**src/kiu_pkg.sv**
```systemverilog
// Package with register map, field positions and reset values.
package kiu_pkg;

    // Register byte offsets on the bus.
    localparam logic [3:0] KIU_OFS_STATUS_CONTROL = 4'h0;
    localparam logic [3:0] KIU_OFS_PIN_ENABLES = 4'h4;
    localparam logic [3:0] KIU_OFS_POLARITY_SELECT = 4'h8;

    // Field positions in the status and control register.
    localparam int KIU_BIT_MODE = 0;
    localparam int KIU_BIT_IRQ_ENABLE = 1;
    localparam int KIU_BIT_ACK = 2;
    localparam int KIU_BIT_FLAG = 3;

    // Implemented key pins: bits 5, 4, 2, 1 and 0.
    localparam logic [7:0] KIU_PIN_MASK = 8'h37;

    // Reset values.
    localparam logic [7:0] KIU_RST_PIN_ENABLES = 8'h00;
    localparam logic [7:0] KIU_RST_POLARITY = 8'h00;
    localparam logic KIU_RST_MODE = 1'b0;
    localparam logic KIU_RST_IRQ_ENABLE = 1'b0;
    localparam logic KIU_RST_FLAG = 1'b0;

    // Register width and bus data width.
    localparam int KIU_REG_W = 8;
    localparam int KIU_BUS_W = 32;

    // Bus handshake states.
    typedef enum logic [0:0] {
        KIU_BUS_IDLE,
        KIU_BUS_ANSWER
    } kiu_bus_state_t;

endpackage

```
**src/kiu_pin_detect.sv**
```systemverilog
// Key pin synchroniser with edge and level detection.
`timescale 1ns/10ps
`default_nettype none
module kiu_pin_detect #(
    parameter int WIDTH = 8
) (
    // Clock and reset
    input wire logic clock_i,
    input wire logic srst_i,
    // Raw pins and configuration
    input wire logic [WIDTH-1:0] pins_i,
    input wire logic [WIDTH-1:0] enables_i,
    input wire logic [WIDTH-1:0] polarity_i,
    // Detection results
    output logic [WIDTH-1:0] edge_o,
    output logic [WIDTH-1:0] level_o
);

    logic [WIDTH-1:0] meta_q, meta_d;
    logic [WIDTH-1:0] sync_q, sync_d;
    logic [WIDTH-1:0] prev_q, prev_d;
    logic [WIDTH-1:0] now_asserted;
    logic [WIDTH-1:0] prev_asserted;

    always_comb begin
        meta_d = pins_i;
        sync_d = meta_q;
        prev_d = sync_q;
    end

    always_ff @(posedge clock_i) begin
        if (srst_i) begin
            meta_q <= '0;
            sync_q <= '0;
            prev_q <= '0;
        end else begin
            meta_q <= meta_d;
            sync_q <= sync_d;
            prev_q <= prev_d;
        end
    end

    // A polarity bit of 0 asserts on low, 1 asserts on high.
    always_comb begin
        now_asserted = ~(sync_q ^ polarity_i);
        prev_asserted = ~(prev_q ^ polarity_i);
        edge_o = enables_i & now_asserted & ~prev_asserted;
        level_o = enables_i & now_asserted;
    end

endmodule // kiu_pin_detect
`default_nettype wire

```
**src/kiu_top.sv**
```systemverilog
// Keyboard interrupt unit with Avalon-MM register access.
//
// Functional notes
// - Each implemented pin (5, 4, 2, 1, 0) has its own enable bit.
// - Mode bit 0 selects edge-only (0) or edge-and-level (1) sensing.
// - Each pin's polarity chooses falling/low or rising/high sensing.
// - Flag bit 3 is set by detection; writes to bit 3 cannot change it.
// - Writing 1 to bit 2 requests a flag clear; bit 2 reads 0.
// - Interrupt request shows only while enable bit 1 and flag are set.
// - All enabled pins merge into one software-maskable request line.
// - Detection continues in wait mode; events wake the processor.
// - Pin events with interrupt enabled raise the wake output.
// - The unit never freezes in background debug mode.
// - Three 8-bit registers: status/control, pin enables, polarity.
// - An edge is deasserted in one bus cycle then asserted the next.
// - Edge-only mode: edges set the flag; acknowledge clears it.
// - Level mode: acknowledge clears only if all enabled pins deasserted.
// - Polarity 0 means falling edge or low; 1 means rising or high.
//
// Added by the designer: the Avalon-MM interface to the registers and the placing of the registers.
`timescale 1ns/10ps
`default_nettype none
module kiu_top
    import kiu_pkg::*;
#(
    parameter int ADDR_W = 4
) (
    // Clock and reset
    input wire logic clock_i,
    input wire logic srst_i,
    // Avalon-MM slave
    input wire logic [ADDR_W-1:0] avs_address_i,
    input wire logic avs_read_i,
    input wire logic avs_write_i,
    input wire logic [KIU_BUS_W-1:0] avs_writedata_i,
    input wire logic [3:0] avs_byteenable_i,
    output logic [KIU_BUS_W-1:0] avs_readdata_o,
    output logic avs_waitrequest_o,
    // Key pins
    input wire logic [KIU_REG_W-1:0] key_input_pin_i,
    // Interrupt and wake-up
    output logic irq_o,
    output logic wake_o
);

    // Bus handshake state.
    kiu_bus_state_t bus_state_q, bus_state_d;
    logic waitrequest_q, waitrequest_d;
    logic [KIU_BUS_W-1:0] readdata_q, readdata_d;

    // Software-visible state.
    logic [KIU_REG_W-1:0] key_pin_enables_q, key_pin_enables_d;
    logic [KIU_REG_W-1:0] key_polarity_select_q, key_polarity_select_d;
    logic detect_mode_select_q, detect_mode_select_d;
    logic key_irq_enable_q, key_irq_enable_d;
    logic key_event_flag_q, key_event_flag_d;

    // Output registers.
    logic irq_q, irq_d;
    logic wake_q, wake_d;

    // Detection results.
    logic [KIU_REG_W-1:0] pin_edge;
    logic [KIU_REG_W-1:0] pin_level;

    // Decoded bus and pin events.
    logic bus_request;
    logic bus_accept;
    logic write_accept;
    logic low_lane_write;
    logic key_flag_ack;
    logic set_event;
    logic any_asserted;
    logic clear_allowed;

    // Reads back one register, unmapped offsets read as zero.
    function automatic logic [KIU_BUS_W-1:0] read_mux(
        input logic [ADDR_W-1:0] addr,
        input logic [KIU_REG_W-1:0] status,
        input logic [KIU_REG_W-1:0] enables,
        input logic [KIU_REG_W-1:0] polarity
    );
        logic [KIU_BUS_W-1:0] value;
        value = '0;
        if (addr == ADDR_W'(KIU_OFS_STATUS_CONTROL)) begin
            value[KIU_REG_W-1:0] = status;
        end else if (addr == ADDR_W'(KIU_OFS_PIN_ENABLES)) begin
            value[KIU_REG_W-1:0] = enables;
        end else if (addr == ADDR_W'(KIU_OFS_POLARITY_SELECT)) begin
            value[KIU_REG_W-1:0] = polarity;
        end
        return value;
    endfunction

    // Assembles the status and control byte.
    function automatic logic [KIU_REG_W-1:0] status_byte(
        input logic flag,
        input logic irq_en,
        input logic mode
    );
        logic [KIU_REG_W-1:0] value;
        value = '0;
        value[KIU_BIT_FLAG] = flag;
        value[KIU_BIT_ACK] = 1'b0;
        value[KIU_BIT_IRQ_ENABLE] = irq_en;
        value[KIU_BIT_MODE] = mode;
        return value;
    endfunction

    // Pins sampled on the bus clock, never frozen.
    kiu_pin_detect #(
        .WIDTH(KIU_REG_W)
    ) u_pin_detect (
        .clock_i(clock_i),
        .srst_i(srst_i),
        .pins_i(key_input_pin_i),
        .enables_i(key_pin_enables_q),
        .polarity_i(key_polarity_select_q),
        .edge_o(pin_edge),
        .level_o(pin_level)
    );

    // Bus decode: a request is accepted at the edge where waitrequest is low.
    always_comb begin
        bus_request = avs_read_i | avs_write_i;
        bus_accept = bus_request & ~waitrequest_q;
        write_accept = avs_write_i & ~waitrequest_q;
        low_lane_write = write_accept & avs_byteenable_i[0];
    end

    // Bus handshake: one wait cycle, then one answer cycle.
    always_comb begin
        bus_state_d = bus_state_q;
        waitrequest_d = 1'b1;
        readdata_d = readdata_q;
        unique case (bus_state_q)
            KIU_BUS_IDLE: begin
                if (bus_request) begin
                    bus_state_d = KIU_BUS_ANSWER;
                    waitrequest_d = 1'b0;
                    readdata_d = read_mux(avs_address_i,
                        status_byte(key_event_flag_q, key_irq_enable_q,
                            detect_mode_select_q),
                        key_pin_enables_q,
                        key_polarity_select_q);
                end
            end
            KIU_BUS_ANSWER: begin
                bus_state_d = KIU_BUS_IDLE;
                waitrequest_d = 1'b1;
            end
        endcase
    end

    always_ff @(posedge clock_i) begin
        if (srst_i) begin
            bus_state_q <= KIU_BUS_IDLE;
            waitrequest_q <= 1'b1;
            readdata_q <= '0;
        end else begin
            bus_state_q <= bus_state_d;
            waitrequest_q <= waitrequest_d;
            readdata_q <= readdata_d;
        end
    end

    // Register writes; only the low byte lane carries the 8-bit registers.
    always_comb begin
        key_pin_enables_d = key_pin_enables_q;
        key_polarity_select_d = key_polarity_select_q;
        detect_mode_select_d = detect_mode_select_q;
        key_irq_enable_d = key_irq_enable_q;
        key_flag_ack = 1'b0;
        if (low_lane_write) begin
            if (avs_address_i == ADDR_W'(KIU_OFS_STATUS_CONTROL)) begin
                detect_mode_select_d =
                    avs_writedata_i[KIU_BIT_MODE];
                key_irq_enable_d =
                    avs_writedata_i[KIU_BIT_IRQ_ENABLE];
                key_flag_ack = avs_writedata_i[KIU_BIT_ACK];
            end else if (avs_address_i == ADDR_W'(KIU_OFS_PIN_ENABLES)) begin
                key_pin_enables_d =
                    avs_writedata_i[KIU_REG_W-1:0] & KIU_PIN_MASK;
            end else if (avs_address_i ==
                    ADDR_W'(KIU_OFS_POLARITY_SELECT)) begin
                key_polarity_select_d =
                    avs_writedata_i[KIU_REG_W-1:0] & KIU_PIN_MASK;
            end
        end
    end

    always_ff @(posedge clock_i) begin
        if (srst_i) begin
            key_pin_enables_q <= KIU_RST_PIN_ENABLES;
            key_polarity_select_q <= KIU_RST_POLARITY;
            detect_mode_select_q <= KIU_RST_MODE;
            key_irq_enable_q <= KIU_RST_IRQ_ENABLE;
        end else begin
            key_pin_enables_q <= key_pin_enables_d;
            key_polarity_select_q <= key_polarity_select_d;
            detect_mode_select_q <= detect_mode_select_d;
            key_irq_enable_q <= key_irq_enable_d;
        end
    end

    // Flag: set by any enabled pin event, cleared by acknowledge.
    always_comb begin
        any_asserted = |pin_level;
        set_event = (|pin_edge) |
            (detect_mode_select_q & any_asserted);
        clear_allowed = ~detect_mode_select_q | ~any_asserted;
        key_event_flag_d = key_event_flag_q;
        if (key_flag_ack & clear_allowed) begin
            key_event_flag_d = 1'b0;
        end
        if (set_event) begin
            key_event_flag_d = 1'b1;
        end
    end

    always_ff @(posedge clock_i) begin
        if (srst_i) begin
            key_event_flag_q <= KIU_RST_FLAG;
        end else begin
            key_event_flag_q <= key_event_flag_d;
        end
    end

    // Request and wake outputs, registered.
    always_comb begin
        irq_d = key_event_flag_q & key_irq_enable_q;
        wake_d = key_event_flag_q & key_irq_enable_q;
    end

    always_ff @(posedge clock_i) begin
        if (srst_i) begin
            irq_q <= 1'b0;
            wake_q <= 1'b0;
        end else begin
            irq_q <= irq_d;
            wake_q <= wake_d;
        end
    end

    assign avs_readdata_o = readdata_q;
    assign avs_waitrequest_o = waitrequest_q;
    assign irq_o = irq_q;
    assign wake_o = wake_q;

endmodule // kiu_top
`default_nettype wire

```
**config.mk**
```make
export PLATFORM = sky130hd
export DESIGN_NAME = kiu_top
export DESIGN_NICKNAME = d
export VERILOG_FILES = /design/src/kiu_pkg.sv /design/src/kiu_pin_detect.sv /design/src/kiu_top.sv
export SDC_FILE = /design/constraint.sdc
export NUM_CORES = 1
export LEC_CHECK = 0
export ABC_CLOCK_PERIOD_IN_PS = 3200
export BUFFER_PORTS_ARGS = -buffer_cell sky130_fd_sc_hd__buf_2
export CORE_MARGIN = 2
export CORE_UTILIZATION = 50
export DETAILED_ROUTE_END_ITERATION = 16
export GPL_TIMING_DRIVEN = 0
export PLACE_DENSITY = 0.83
export SETUP_SLACK_MARGIN = 0.4
export SKIP_CTS_REPAIR_TIMING = 1
export SLEW_MARGIN = 20
export SYNTH_ARGS = -nofsm -noshare
export SYNTH_HDL_FRONTEND = slang
export SYNTH_HIERARCHICAL = 1
export SYNTH_SLANG_ARGS = --single-unit
```
**constraint.sdc**
```tcl
create_clock -name clock_i -period 3.2 [get_ports clock_i]
set_clock_uncertainty 0.1 [all_clocks]
set_input_delay 0.16 -clock clock_i [delete_from_list [all_inputs] [get_ports clock_i]]
set_output_delay 0.16 -clock clock_i [all_outputs]
set_load 0.01 [all_outputs]
```
; ---- Word level (Yosys, flattened, before mapping)
; Index checks and enable logic that the tools add are counted.
; W data, S select, Z words.
[word_totals]
reg_bits = 48
out_inout_bits = 35
word_cells = 54
[op_classes]
n_eq_ne = 2
mux = 11
bitwise_logic = 21
reduce_logical = 8
[ops]
columns = cell, n
row1 = $not A8 Y8, 3
row2 = $mux W6, 3
row3 = $reduce_or A8 Y1, 2
row4 = $xor A8 B6 Y8, 2
row5 = $and A6 B8 Y8, 1
row6 = $and A8 B8 Y8, 1
row7 = $mux W1, 6
row8 = $not A1 Y1, 6
row9 = $and A1 B1 Y1, 5
row10 = $eq A4 B3 Y1 const B, 1
row11 = $eq A4 B4 Y1 const B, 1
row12 = $logic_not A4 Y1, 1
row13 = $pmux W1 S2, 2
row14 = $reduce_and A2 Y1, 2
row15 = $reduce_and A4 Y1, 1
row16 = $or A1 B1 Y1, 3
row17 = $reduce_and A3 Y1, 1
row18 = $reduce_bool A2 Y1, 1

; ---- Logic depth before layout (Yosys ltp)
[depth]
ltp_word = 9
mapped_depth = 5
depth_no_buf = 5

; ---- Hierarchy
; The synthesis kept the hierarchy.
[modules_own_cells]
columns = module, instances, cells_each, area_each_um2, seq_area_each_um2
row1 = kiu_top, 1, 129, 1138.6, 440.4
row2 = kiu_pin_detect, 1, 90, 920.9, 480.5

; ---- Worst setup path before layout
; OpenSTA, ideal clock, no wires.
[synth_timing]
kind = register to register
from = register key_polarity_select_q[5]
to = register key_event_flag_q
t_arrival_ps = 1188
t_required_ps = 2980
setup_slack_ps = 1792
path_stages_with_launch = 6
cell_sequence = dfxtp_1 > xnor2_1 > and2_1 > nor4_1 > a21boi_0 > o31a_1
[synth_between]
elab_chain_cells = 8
word_cells_on_any_way = 16
cone_classes = mux (1) / bitwise (12) / reduce/logical (3)
[synth_lines]
columns = item, line
row1 = start: declaration, kiu_top.sv:53  ; logic [KIU_REG_W-1:0] key_polarity_select_q, key_polarity_select_d;
row2 = start signal: assignment, kiu_top.sv:200  ; key_polarity_select_q <= key_polarity_select_d;
row3 = $xor A8 B6 Y8 *, kiu_pin_detect.sv:45  ; now_asserted = ~(sync_q ^ polarity_i);
row4 = $not A8 Y8 *, kiu_pin_detect.sv:45
row5 = $and A6 B8 Y8 *, kiu_pin_detect.sv:48  ; level_o = enables_i & now_asserted;
row6 = net pin_level[5], kiu_top.sv:64  ; logic [KIU_REG_W-1:0] pin_level;
row7 = $reduce_or A8 Y1, kiu_top.sv:208  ; any_asserted = |pin_level;
row8 = $not A1 Y1, kiu_top.sv:211  ; clear_allowed = ~detect_mode_select_q | ~any_asserted;
row9 = $or A1 B1 Y1, kiu_top.sv:211
row10 = $and A1 B1 Y1, kiu_top.sv:213  ; if (key_flag_ack & clear_allowed) begin
row11 = $reduce_bool A2 Y1 (no source line), n/a
row12 = end signal: assignment, kiu_top.sv:225  ; key_event_flag_q <= key_event_flag_d;
row13 = end: declaration, kiu_top.sv:56  ; logic key_event_flag_q, key_event_flag_d;
; The timed path passes the listed nets; every way through them passes the cells marked *.
; A chain may end at the register's enable or synchronous reset.

; ---- Worst setup path after layout
; Ends and elaborated chain as after synthesis.

==> summary.txt <==
Status
  • Status: finished with violations
  • Failing checks: negative hold slack

Layout
  • Area Growth Syn to Fin: 26.9%
  • Antenna Cells: 0
  • Register area: 921 um2
  • Multi-input logic area: 1060 um2
  • Post-layout nets: 358
  • Final non-filler cell area: 2610 um2
  • Fraction of layout cells with a size suffix above 1: 0.221
  • Filler instances: 334

Synth
  • Area leader, netlist: dfxtp_1
  • EDFF count, synth: 0
  • Synthesis Warnings: 6
  • Async SR Flop Fraction: 0
  • Post-synth top area share: 0.447
  • Post-synthesis instance total: 219
  • Average cell area after synthesis: 9.40 um2
  • Cell area after synthesis: 2060 um2
  • Area contributors post-synth: dfxtp_1, buf_4, nor2b_1
  • Sequential fraction of the synthesis area: 0.447
  • Top FF cell, synth: dfxtp_1
  • Post-synthesis register bit count: 46
  • Count of cell types in the netlist: 33

Routing
  • TritonRoute pass-1 iters: 4
  • Post-route ant nets: 0
  • Remaining DRCs: 0
  • DR vias/cell: 4.49
  • Post-Route WL: 3710 um
  • Vias: 1604
  • DR WL/cell: 10.4 um
  • DR iter-0 viols: 135

Setup path
  • CP Cell Sequence: xnor2_1 > and2_1 > nor4_1 > a21boi_0 > o31a_1
  • Worst endpoint data arrival time: 1770 ps
  • Crit path largest cell delay: 450 ps
  • CP Capture Type: flip-flop
  • Worst path buffer plus inverter count: 0
  • CP startpoint kind: flip-flop
  • Worst path top cell family by delay: simple AND/OR/NAND/NOR gates
  • Peak fanout along the critical path: 5
  • Worst Path Required: 3300 ps
  • Crit Path Class: reg2reg
  • Slowest-stage cell, CP: dfxtp_1

Die
  • Row cnt: 23
  • Die H: 68.2 um
  • Top Ports: 87
  • Die W: 68.2 um
  • Starting density of the core: 0.519
  • Area of the die: 4650 um2
  • Core area: 3970 um2

Place
  • PortBufs: 30
  • Routability Congestion: 0.779
  • Place WS: 1550 ps
  • Half-perimeter wire length after placement: 2790 um
  • Post-DP Area: 2430 um2

Clocking
  • CTS tree: yes
  • Clock slew at reported path FFs: 90 ps
  • Clock sinks: 46
  • H-Tree Depth: 2
  • Max Root-Sink Buffers: 2
  • Clock latency on the worst-skew pair: 300 ps
  • CTS Buf Count: 5
  • Root Buffer: clkbuf_8

Global routing
  • Met1 usage: 0.185
  • Total track usage: 0.171
  • Largest net degree at the start of global routing: 15
  • Met2 Usage GRT: 0.303
  • GR peak layer: met2
  • Met3 GRT Util: 0.0576
  • GRT overflow: 0
  • First-pass GRT wire length: 5870 um
  • Number of global-route vias before repair: 1451
  • Initial antenna violation count: 0

Pwr
  • LEAKAGE: 1.18 nW
  • Worst vdd ir: 0.354 mV
  • Pwr dens: 437 nW/um2

STA
  • Worst hold margin: -25.8 ps
  • Min cycle time layout: 1670 ps
  • Tcrit/Tclk final: 0.522
  • Fmax: 599 MHz
  • Final setup margin: 1530 ps
  • Worst-Margin Slew: 680 ps
  • Fin Setup TNS: 0 ps
  • Slew HR: 0.543
  • Final setup fails: 0
  • Final Hold Viols: 1
  • RSZ-0062 raised after global routing: no
  • Final Max Tran Viols: 0

Min path
  • Worst Hold Class: in2reg

Flow run
  • Max-cap violations: 0
[through the flow]
step / cells / power [mW] / util
after floorplan: 262 / 0.688 / -
after global placement: 342 / 0.715 / 0.613
after detailed placement: 342 / 0.718 / 0.613
after CTS: 350 / 1.14 / 0.641
after global routing: 357 / 1.19 / 0.658
final: 357 / 1.14 / 0.658
[kinds of logic (layout without fill, tap and decap cells)]
group | after synthesis | after routing | synth area share
multiplexers | 10 | 10 | 0.0486
other | 1 | 44 | 0.00182
buffers and inverters | 37 | 82 | 0.118
XOR/XNOR | 8 | 8 | 0.0340
flip-flops | 46 | 46 | 0.447
AND/OR/NAND/NOR | 90 | 90 | 0.253
AO/OA/AOI/OAI | 27 | 27 | 0.0972
[Yosys cell counts, drive strengths merged (3+ instances only)]
master and number:
a22o 6, nor4 6, a21oi 3, nand2 26
mux2i 10, nand3 3, dfxtp 46, xnor2 8
nand2b 3, buf 30, nor2b 28, inv 4
nand4b 8, and2 9, o31ai 8
[layout by cell type (no fill, tap or decap), types with 2 or more instances in the layout]
| master | netlist | final |
|---|---|---|
| dfxtp_1 | 46 | 46 |
| conb_1 | 1 | 44 |
| buf_2 | 3 | 33 |
| nor2b_1 | 28 | 28 |
| buf_4 | 27 | 27 |
| nand2_1 | 26 | 26 |
| mux2i_1 | 10 | 10 |
| and2_1 | 9 | 9 |
| xnor2_1 | 8 | 8 |
| nand4b_1 | 8 | 8 |
| o31ai_1 | 8 | 8 |
| dlygate4sd3_1 | 0 | 7 |
| a22o_1 | 6 | 6 |
| nor4_1 | 5 | 5 |
| clkbuf_8 | 0 | 5 |
| inv_1 | 4 | 4 |
| clkbuf_1 | 2 | 3 |
| nand3_1 | 3 | 3 |
| a21oi_1 | 3 | 3 |
| nand2b_1 | 3 | 3 |
| nor2_1 | 2 | 2 |
| o22ai_1 | 2 | 2 |
| a32o_1 | 2 | 2 |
| o21ai_0 | 2 | 2 |
[flip-flops by register name, indices dropped and copies added, names as in the netlist]
| signal | flops |
|---|---|
| avs_readdata_o | 6 |
| avs_waitrequest_o | 1 |
| bus_state_q | 1 |
| detect_mode_select_q | 1 |
| key_event_flag_q | 1 |
| key_irq_enable_q | 1 |
| key_pin_enables_q | 5 |
| key_polarity_select_q | 5 |
| u_pin_detect/meta_q | 8 |
| u_pin_detect/prev_d | 8 |
| u_pin_detect/prev_q | 8 |
| wake_o | 1 |
[worst reg2reg max path, stage by stage, from the launching register on]
cell      delay, ps
dfxtp_1         450
xnor2_1          90
and2_1          150
nor4_1          350
a21boi_0        150
o31a_1          290
[worst paths after layout]
path | from | to | slack (ps) | cells after the start
worst max-delay path | key_polarity_select_q[5] | key_event_flag_q | 1530 | 5
worst min-delay path | key_input_pin_i[2] | u_pin_detect/meta_q[2] | -30 | 2
worst max register to register | key_polarity_select_q[5] | key_event_flag_q | 1530 | 5
worst min register to register | u_pin_detect/meta_q[7] | u_pin_detect/prev_d[7] | 340 | 1
[power breakdown]
group | leakage (nW) | total [mW] | internal [mW] | switching (mW)
logic | 0.756 | 0.117 | 0.0596 | 0.0572
clock network | 0.0514 | 0.429 | 0.233 | 0.196
registers | 0.375 | 0.596 | 0.588 | 0.00837
[area by class of cell]
type,instances,share of cell area
repair buffers,37,0.0843
plain buffers,32,0.0862
inverters,5,0.00718
multi-input cells,179,0.404
clock buffers,6,0.0278
clock inverters,2,0.0144
well taps,50,0.0239
flip-flops and latches,46,0.352
[routing by layer]
metal	share of wire	vias to the layer above
met5	0	-
met4	0.021	0
met3	0.059	9
met2	0.49	42
met1	0.43	705
li1	-	848
(Power assumes the default switching activity.)
